File: src/rtl/sdacp_regs.svh
`ifndef SDACP_REGS_SVH
`define SDACP_REGS_SVH

// serial clock period limit: 200 ns min cycle, 5 MHz max rate
`define SDACP_SCLK_MIN_NS 200
`define SDACP_CLK_NS 40
// half period rounded up so the link never runs above 5 MHz
`define SDACP_SCLK_HALF_CYC \
  ((`SDACP_SCLK_MIN_NS / 2 + `SDACP_CLK_NS - 1) / `SDACP_CLK_NS)
// frame sync setup before first falling edge, 50 ns min
`define SDACP_T2_NS 50
`define SDACP_T2_CYC ((`SDACP_T2_NS + `SDACP_CLK_NS - 1) / `SDACP_CLK_NS)
// load strobe pulse width, 50 ns min
`define SDACP_T7_NS 50
`define SDACP_T7_CYC ((`SDACP_T7_NS + `SDACP_CLK_NS - 1) / `SDACP_CLK_NS)
`define SDACP_WORD_BITS 16
`define SDACP_CODE_BITS 12
// code points of the two's complement converter
`define SDACP_CODE_NEG_FS 12'h800
`define SDACP_CODE_POS_FS 12'h7FF
`define SDACP_CODE_ZERO 12'h000

`endif

File: src/rtl/sdacp_pkg.sv
package sdacp_pkg;

  typedef enum logic [2:0] {
    ST_IDLE,
    ST_SETUP,
    ST_LOW,
    ST_HIGH,
    ST_GAP,
    ST_LOAD
  } sdacp_state_t;

  typedef struct packed {
    sdacp_state_t state;
    logic [3:0] div;
    logic [4:0] bits;
    logic [15:0] shreg;
    logic sclk;
    logic sync_n;
    logic load_n;
    logic sdata;
    logic [11:0] buf0;
    logic [11:0] buf1;
    logic b0_v;
    logic b1_v;
    logic auto_m;
    logic busy;
  } sdacp_regs_t;

endpackage : sdacp_pkg

File: src/rtl/sdacp_host.sv
// How it works
// - user codes sent as two's complement
// - in strobed mode, sync returns high before strobe low
// - strobe high before next sync low
// - serial clock never above 5 MHz
`timescale 1ns/1ps
`include "sdacp_regs.svh"

module sdacp_host #(
  parameter int HALF_CYC = `SDACP_SCLK_HALF_CYC,
  parameter int SETUP_CYC = `SDACP_T2_CYC,
  parameter int PULSE_CYC = `SDACP_T7_CYC
) (
  // clock and reset
  input wire logic clk_sys_in,
  input wire logic srst_in,
  // user stream, two's complement codes
  input wire logic code_valid_in,
  input wire logic [11:0] code_data_in,
  output logic code_ready_out,
  // mode: high selects automatic transfer (strobe held low while sync is low)
  input wire logic auto_mode_in,
  // status
  output logic busy_out,
  output logic word_done_out,
  // converter pins
  output logic sclk_out,
  output logic sync_n_out,
  output logic serial_data_input_out,
  output logic load_latch_strobe_n_out
);

  // ==========================================================
  // state
  sdacp_pkg::sdacp_regs_t q_r;
  sdacp_pkg::sdacp_regs_t q_nxt;
  logic push;
  logic pop;
  logic done_nxt;
  logic done_r;

  function automatic logic [3:0] cyc4(input int n);
    cyc4 = (n < 1) ? 4'h1 : 4'(n);
  endfunction : cyc4

  // two-entry buffer: a slow link stalls the source, never drops words
  assign code_ready_out = ~q_r.b1_v;
  assign push = code_valid_in & code_ready_out;

  // ==========================================================
  // next state
  always_comb begin
    q_nxt = q_r;
    pop = 1'b0;
    done_nxt = 1'b0;
    if (q_r.div != 4'h0) begin
      q_nxt.div = q_r.div - 4'h1;
    end
    case (q_r.state)
      sdacp_pkg::ST_IDLE: begin
        if (q_r.b0_v) begin
          pop = 1'b1;
          q_nxt.auto_m = auto_mode_in;
          // upper nibble padding, code in low 12 bits, msb first;
          // bit 15 (a zero) goes out now, the rest waits in the shifter
          q_nxt.shreg = {3'h0, q_r.buf0, 1'b0};
          // strobe already high here, so sync may drop
          q_nxt.load_n = ~auto_mode_in;
          q_nxt.sync_n = 1'b0;
          q_nxt.sclk = 1'b1;
          q_nxt.sdata = 1'b0;
          q_nxt.bits = 5'h00;
          q_nxt.busy = 1'b1;
          q_nxt.div = cyc4(SETUP_CYC);
          q_nxt.state = sdacp_pkg::ST_SETUP;
        end
      end
      sdacp_pkg::ST_SETUP, sdacp_pkg::ST_HIGH: begin
        if (q_r.div == 4'h0) begin
          // data already stands; it never moves with the falling edge
          q_nxt.sclk = 1'b0;
          q_nxt.bits = q_r.bits + 5'h01;
          q_nxt.div = cyc4(HALF_CYC);
          q_nxt.state = sdacp_pkg::ST_LOW;
        end
      end
      sdacp_pkg::ST_LOW: begin
        if (q_r.div == 4'h0) begin
          q_nxt.sclk = 1'b1;
          q_nxt.div = cyc4(HALF_CYC);
          if (q_r.bits == 5'(`SDACP_WORD_BITS)) begin
            q_nxt.state = sdacp_pkg::ST_GAP;
          end else begin
            q_nxt.state = sdacp_pkg::ST_HIGH;
            // next bit moves on the rise, a half period clear of the
            // falling sample on both sides for setup and hold
            q_nxt.sdata = q_r.shreg[15];
            q_nxt.shreg = {q_r.shreg[14:0], 1'b0};
          end
        end
      end
      sdacp_pkg::ST_GAP: begin
        if (q_r.div == 4'h0) begin
          // frame ends; in strobed mode sync is high no later than the strobe falls
          q_nxt.sync_n = 1'b1;
          if (q_r.auto_m) begin
            // device loaded itself on the sixteenth edge
            // strobe released so it is high before the next sync falls
            q_nxt.load_n = 1'b1;
            q_nxt.busy = 1'b0;
            done_nxt = 1'b1;
            q_nxt.state = sdacp_pkg::ST_IDLE;
          end else begin
            q_nxt.div = cyc4(PULSE_CYC);
            q_nxt.state = sdacp_pkg::ST_LOAD;
          end
        end
      end
      sdacp_pkg::ST_LOAD: begin
        // strobe falls one cycle after sync rose
        q_nxt.load_n = 1'b0;
        // pulse width is counted only once the strobe is low
        if (q_r.load_n) begin
          q_nxt.div = q_r.div;
        end
        if (q_r.div == 4'h0 && !q_r.load_n) begin
          q_nxt.load_n = 1'b1;
          q_nxt.busy = 1'b0;
          done_nxt = 1'b1;
          q_nxt.state = sdacp_pkg::ST_IDLE;
        end
      end
      default: begin
        q_nxt.state = sdacp_pkg::ST_IDLE;
      end
    endcase
    // buffer bookkeeping
    if (pop) begin
      q_nxt.buf0 = q_r.buf1;
      q_nxt.b0_v = q_r.b1_v | (push & q_r.b0_v);
      q_nxt.b1_v = 1'b0;
      if (push) begin
        if (q_r.b1_v) begin
          q_nxt.buf1 = code_data_in;
          q_nxt.b1_v = 1'b1;
        end else begin
          q_nxt.buf0 = code_data_in;
        end
      end
    end else if (push) begin
      if (q_r.b0_v) begin
        q_nxt.buf1 = code_data_in;
        q_nxt.b1_v = 1'b1;
      end else begin
        q_nxt.buf0 = code_data_in;
        q_nxt.b0_v = 1'b1;
      end
    end
  end

  // ==========================================================
  // registers
  always_ff @(posedge clk_sys_in) begin
    if (srst_in) begin
      q_r <= '0;
      q_r.state <= sdacp_pkg::ST_IDLE;
      q_r.sclk <= 1'b1;
      q_r.sync_n <= 1'b1;
      q_r.load_n <= 1'b1;
      done_r <= 1'b0;
    end else begin
      q_r <= q_nxt;
      done_r <= done_nxt;
    end
  end

  assign sclk_out = q_r.sclk;
  assign sync_n_out = q_r.sync_n;
  assign serial_data_input_out = q_r.sdata;
  assign load_latch_strobe_n_out = q_r.load_n;
  assign busy_out = q_r.busy;
  assign word_done_out = done_r;

endmodule : sdacp_host

File: config.mk
export PLATFORM = sky130hd
export DESIGN_NAME = sdacp_host
export DESIGN_NICKNAME = d
export VERILOG_FILES = /design/src/rtl/sdacp_pkg.sv /design/src/rtl/sdacp_host.sv
export VERILOG_INCLUDE_DIRS = /design/src /design/src/rtl
export SDC_FILE = /design/constraint.sdc
export NUM_CORES = 1
export LEC_CHECK = 0
export ABC_AREA = 1
export BUFFER_PORTS_ARGS = -buffer_cell sky130_fd_sc_hd__buf_2
export CAP_MARGIN = 0
export CORE_ASPECT_RATIO = 0.6
export CORE_MARGIN = 2
export CORE_UTILIZATION = 32
export DETAILED_ROUTE_END_ITERATION = 10
export PLACE_DENSITY = 0.59
export SLEW_MARGIN = 25
export SYNTH_ARGS = -nofsm -noshare
export SYNTH_HDL_FRONTEND = slang
export SYNTH_SLANG_ARGS = --single-unit
File: constraint.sdc
create_clock -name clk_sys_in -period 1.6 [get_ports clk_sys_in]
set_input_delay 0.48 -clock clk_sys_in [delete_from_list [all_inputs] [get_ports clk_sys_in]]
set_output_delay 0.48 -clock clk_sys_in [all_outputs]
set_load 0.05 [all_outputs]
## Word level (Yosys, flattened, before mapping)

Index checks and enable logic that the tools add are counted.
W data, S select, Z words.

| word-level totals | value |
|---|---|
| register bits | 61 |
| input bits | 16 |
| output and inout bits | 7 |
| logic and storage cells | 108 |

| operators by class | value |
|---|---|
| $add $sub $neg | 2 |
| equality and inequality tests | 16 |
| multiplexer cells | 46 |
| bitwise operators | 5 |
| reduce and logical (&&, ||, !) cells | 24 |

Operators by type and width:

| operator | count |
|---|---|
| $mux W12 | 5 |
| $mux W26 | 2 |
| $mux W32 | 1 |
| $pmux W16 S2 | 1 |
| $mux W24 | 1 |
| $pmux W4 S5 | 1 |
| $ne A2 B2 Y1 const B | 9 |
| $mux W17 | 1 |
| $mux W1 | 16 |
| $mux W16 | 1 |
| $pmux W3 S5 | 1 |
| $mux W7 | 2 |
| $mux W4 | 3 |
| $reduce_and A4 Y1 | 3 |
| $pmux W5 S2 | 1 |
| $reduce_and A5 Y1 | 2 |
| $reduce_bool A2 Y1 | 5 |
| $mux W3 | 3 |
| $pmux W1 S3 | 3 |
| $reduce_and A3 Y1 | 3 |
| $eq A3 B2 Y1 const B | 2 |
| $eq A3 B3 Y1 const B | 2 |
| $pmux W1 S2 | 3 |
| $reduce_and A2 Y1 | 3 |
| other kinds (16) | 19 |

## Depth between registers and ports, before layout

| logic depth | value |
|---|---|
| depth in word-level cells | 5 |
| mapped depth | 11 |
| mapped depth without buffers | 10 |

## Worst setup path after synthesis

No wires, ideal clock.

| timing | value |
|---|---|
| kind | flip-flop to flip-flop |
| start | reg q_r[2] in the netlist's numbering |
| end | reg q_r[10] in the netlist's numbering |
| library setup time | 0.116 ns |
| arrival time | 1.475 ns |
| required time | 1.484 ns |
| path slack | 0.010 ns |
| cell stages (with the launch flop) | 8 |
| buffers on the path | 1 |
| clock period less this slack | 1.590 ns |
| cells stage by stage | dfxtp_1 -> inv_1 -> nand2_1 -> nor2_1 -> nand2_1 -> clkbuf_1 -> o21ai_0 -> nor2_1 |

| on the way | value |
|---|---|
| longest elaborated chain between the ends | 3 |
| elaborated cells between the ends (all ways) | 4 |
| those cells by class | eq/ne: 1; bitwise: 2; reduce/logical: 1 |

Ends and longest elaborated chain:

| item | RTL line | source |
|---|---|---|
| start, declared | sdacp_host.sv:35 | `sdacp_pkg::sdacp_regs_t q_r;` |
| start signal, assigned | sdacp_host.sv:172 | `q_r <= q_nxt;` |
| $not A1 Y1 | sdacp_host.sv:47 | `assign code_ready_out = ~q_r.b1_v;` |
| net code_ready_out | sdacp_host.sv:20 | `output logic code_ready_out,` |
| $and A1 B1 Y1 | sdacp_host.sv:48 | `assign push = code_valid_in & code_ready_out;` |
| $reduce_and A3 Y1 (no line) | - |  |

The timed path passes the listed nets, and every way through them passes these cells.
A chain may end at the register's enable or synchronous reset.

## Final worst setup path

| timing | value |
|---|---|
| start | reg q_r[53] in the netlist's numbering |
| end | reg q_r, in the netlist serial_data_input_out |

| on the way | value |
|---|---|
| longest elaborated chain between the ends | 3 |

Ends and longest elaborated chain:

| item | RTL line | source |
|---|---|---|
| $logic_not A4 Y1 | sdacp_host.sv:88 | `if (q_r.div == 4'h0) begin` |
| $ne A2 B2 Y1 (no line) | - |  |
| $reduce_and A4 Y1 (no line) | - |  |

Every way passes these cells.

==> out/summary.txt <==
Status - complete, no violations
Detail Route Antenna Nets - 0
Sequential area share after synthesis - 40.76%
Mapped Area - 2947 um^2
Final WS setup - 0.1060 ns
Hold buffers post-CTS - 0
Worst setup EP type - flop
Largest net degree at the start of global routing - 49
Slowest CP cell - dfxtp_1
I/O Buffers - 22
Post-Route WL - 7.140 mm
Synthesized Nets - 437
Drt drc - 0
Library cells used by synthesis - 33
Number of synthesized flops with an enable pin - 0
Max VDD drop - 0.0008458 V
WP data arrival - 1.71 ns
Remaining global-route overflow - 0
Yosys warnings - 0
Most common cell in the netlist - nand2_1
First-pass detailed-route iteration total - 4
Reg2Reg Depth - 10
CP Depth - 10
Clk root buf - clkbuf_16
Placer Congestion - 0.9551
Later-pin clock latency in the skew report - 0.33 ns
Setup Fix Bufs, Post-CTS - 0
Final Max Tran Viols - 0
Die W - 127.9 um
GRT Overall Usage - 15.10%
WHS - 0.4166 ns
Syn avg cell area - 7.066 um^2
P_leak - 1.601 nW
Hold Path Class - primary input to flop
# setup viols final - 0
Hold Path Origin - code_data_in[5]
Min Tclk post-route - 1.494 ns
Mapped Cells - 417
Worst setup SP type - flop
Max cap viols - 0
Rows - 27
Ys async rst share - 0%
Period utilization - 93.38%
H-tree Lvls - 3
Starting Density - 32.55%
Final Hold Viols - 0
Worst path required time - 1.82 ns
IO Count - 23
Synth area leader - dfxtp_1
Antenna cells - 0
Buf+Inv Stages, Crit Path - 3
CTS tree - built
Via density - 4.675
Yosys reg bits - 60
Worst-path clk slew - 0.05 ns
Initial antenna violation count - 0
Worst Skew - 0.006225 ns
Capturing point of the worst reg2reg path - serial_data_input_out$_SDFFE_PP0P_
Top cells by count, synth - nand2_1 (78), nor2_1 (77), dfxtp_1 (60), inv_1 (32), o21ai_0 (32)
Max_slew headroom - 77.40%
Vias in the first global route - 2432
Pwr dens - 1924 nW/um^2
Vert. Die Dim - 78.33 um
Top delay family on crit path - simple AND/OR/NAND/NOR gates
Post-DP HPWL - 5.000 mm
Area post-placement - 3226 um^2
Num CTS Buffers - 9
Core box area - 9054 um^2
WL per Instance - 12.53 um
DR vias - 2665
Starting DRT DRC Count - 190
Reg2reg setup slack - 0.11 ns
Crit-path cells - inv_1 > ha_1 > nand2_2 > nand2_1 > nand2_4 > inv_6 > nand2_8 > inv_8 > nor2_1 > nor2_1
Die area - 10020 um^2
Synth Flop Type - dfxtp_1
Maximum clock rate - 669.3 MHz
First-pass GRT wire length - 11.84 mm
Fin area - 3633 um^2
Nets@finish - 469
Critical path startpoint - q_r[53]$_SDFFE_PP0P_
Crit Path Max Fanout - 15
CP Class - flop to flop
CTS resizes - 0
Worst r2r src - q_r[53]$_SDFFE_PP0P_
Setup Slack @ Placement - -0.03599 ns
CP dominant cell by count - nor2_1
Clock Path Buffers - 2
Slew at the pin with the worst max-slew slack - 0.3378 ns
Area share of the largest cell type after synthesis - 40.76%
CP Capture Point - serial_data_input_out$_SDFFE_PP0P_
Clock tree sinks - 60
Top post-synthesis cells by area - dfxtp_1 (41%), nand2_1 (9.9%), nor2_1 (9.8%), o21ai_0 (5.4%), nand3_1 (4.4%)
CP peak stage delay - 0.34 ns
Layout cell share with drive strength beyond 1 - 20.70%
Area Growth Syn to Fin - 23.31%
-- area by class of cell --
class | count | area, um^2
Sequential cell | 60 | 1205
Clock buffer | 13 | 280.3
Multi-Input combinational cell | 300 | 1483
Clock inverter | 3 | 90.09
Timing Repair inverter | 1 | 7.507
Inverter | 39 | 167.7
Timing Repair Buffer | 38 | 255.2
Fill cell | 954 | 5420
Tap cell | 116 | 145.1
-- sequential cells by signal, indices dropped and copies added, names as in the netlist --
signal                   count
sclk_out                     1
busy_out                     1
serial_data_input_out        1
q_r                         54
load_latch_strobe_n_out      1
word_done_out                1
sync_n_out                   1
-- tightest hold or removal path, cell delays in order --
cell     delay (ns)
buf_2          0.08
o21ai_0        0.07
nor2_1         0.07
-- metal layers --
metal	up-vias	global-route usage [%]	part of all wire, %
met2	61	19.95	39
met3	2	4.840	5.8
met1	1179	22.63	55
met5	-	0	0
li1	1423	-	-
met4	0	4.945	0.34
-- cell usage in the layout (no fill, tap or decap), types with 2 or more instances in the layout --
| cell | instances |
|---|---|
| nand2_2 | 3 |
| ha_1 | 4 |
| clkbuf_8 | 4 |
| nor2_2 | 16 |
| clkinvlp_4 | 2 |
| clkbuf_16 | 9 |
| nand3_1 | 26 |
| inv_1 | 31 |
| xor2_1 | 3 |
| nand2_1 | 75 |
| buf_2 | 22 |
| dfxtp_2 | 3 |
| buf_12 | 2 |
| o21ai_1 | 19 |
| nand2_4 | 5 |
| inv_4 | 2 |
| bufinv_16 | 3 |
| dfxtp_1 | 57 |
| nand4_1 | 7 |
| buf_4 | 14 |
| nor2_1 | 73 |
| a21oi_1 | 21 |
| inv_2 | 3 |
| o22ai_1 | 7 |
| o21ai_0 | 31 |
-- per-stage QoR --
step | total power [mW] | setup TNS (ns) | cells | util (%)
floorplan | 4.041 | 0 | 417 | -
global placement | 4.527 | -0.008915 | 553 | 35.63
detailed placement | 4.560 | -0.2416 | 553 | 35.63
CTS | 6.970 | 0 | 569 | 39.72
global route | 7.496 | -0.03895 | 570 | 40.13
finish | 6.991 | 0 | 570 | 40.13
-- power breakdown --
part           internal, mW  switching [mW]
clock                  1.69           0.674
sequential             1.82           0.204
combinational         0.921            1.68
total                  4.44            2.55
-- kinds of logic after synthesis --
group | after synthesis | synth area share (%)
xor+xnor | 4 | 1.189
simple gates | 209 | 31.93
buf+inv | 57 | 9.512
fa+ha+maj | 4 | 1.699
compound gates | 83 | 14.90
flops | 60 | 40.76
-- worst min path at each step --
stage               depth (start not counted)                      end  slack [ns]
floorplan                                   2     q_r[38]$_SDFFE_PP0P_        0.42
global placement                            2  sync_n_out$_SDFFE_PP1P_        0.44
detailed placement                          2     q_r[38]$_SDFFE_PP0P_        0.44
CTS                                         3      q_r[5]$_SDFFE_PP0P_        0.40
global route                                3     q_r[10]$_SDFFE_PP0P_        0.42
finish                                      3      q_r[9]$_SDFFE_PP0P_        0.42
No activity file was read; power rests on OpenSTA's default activity.
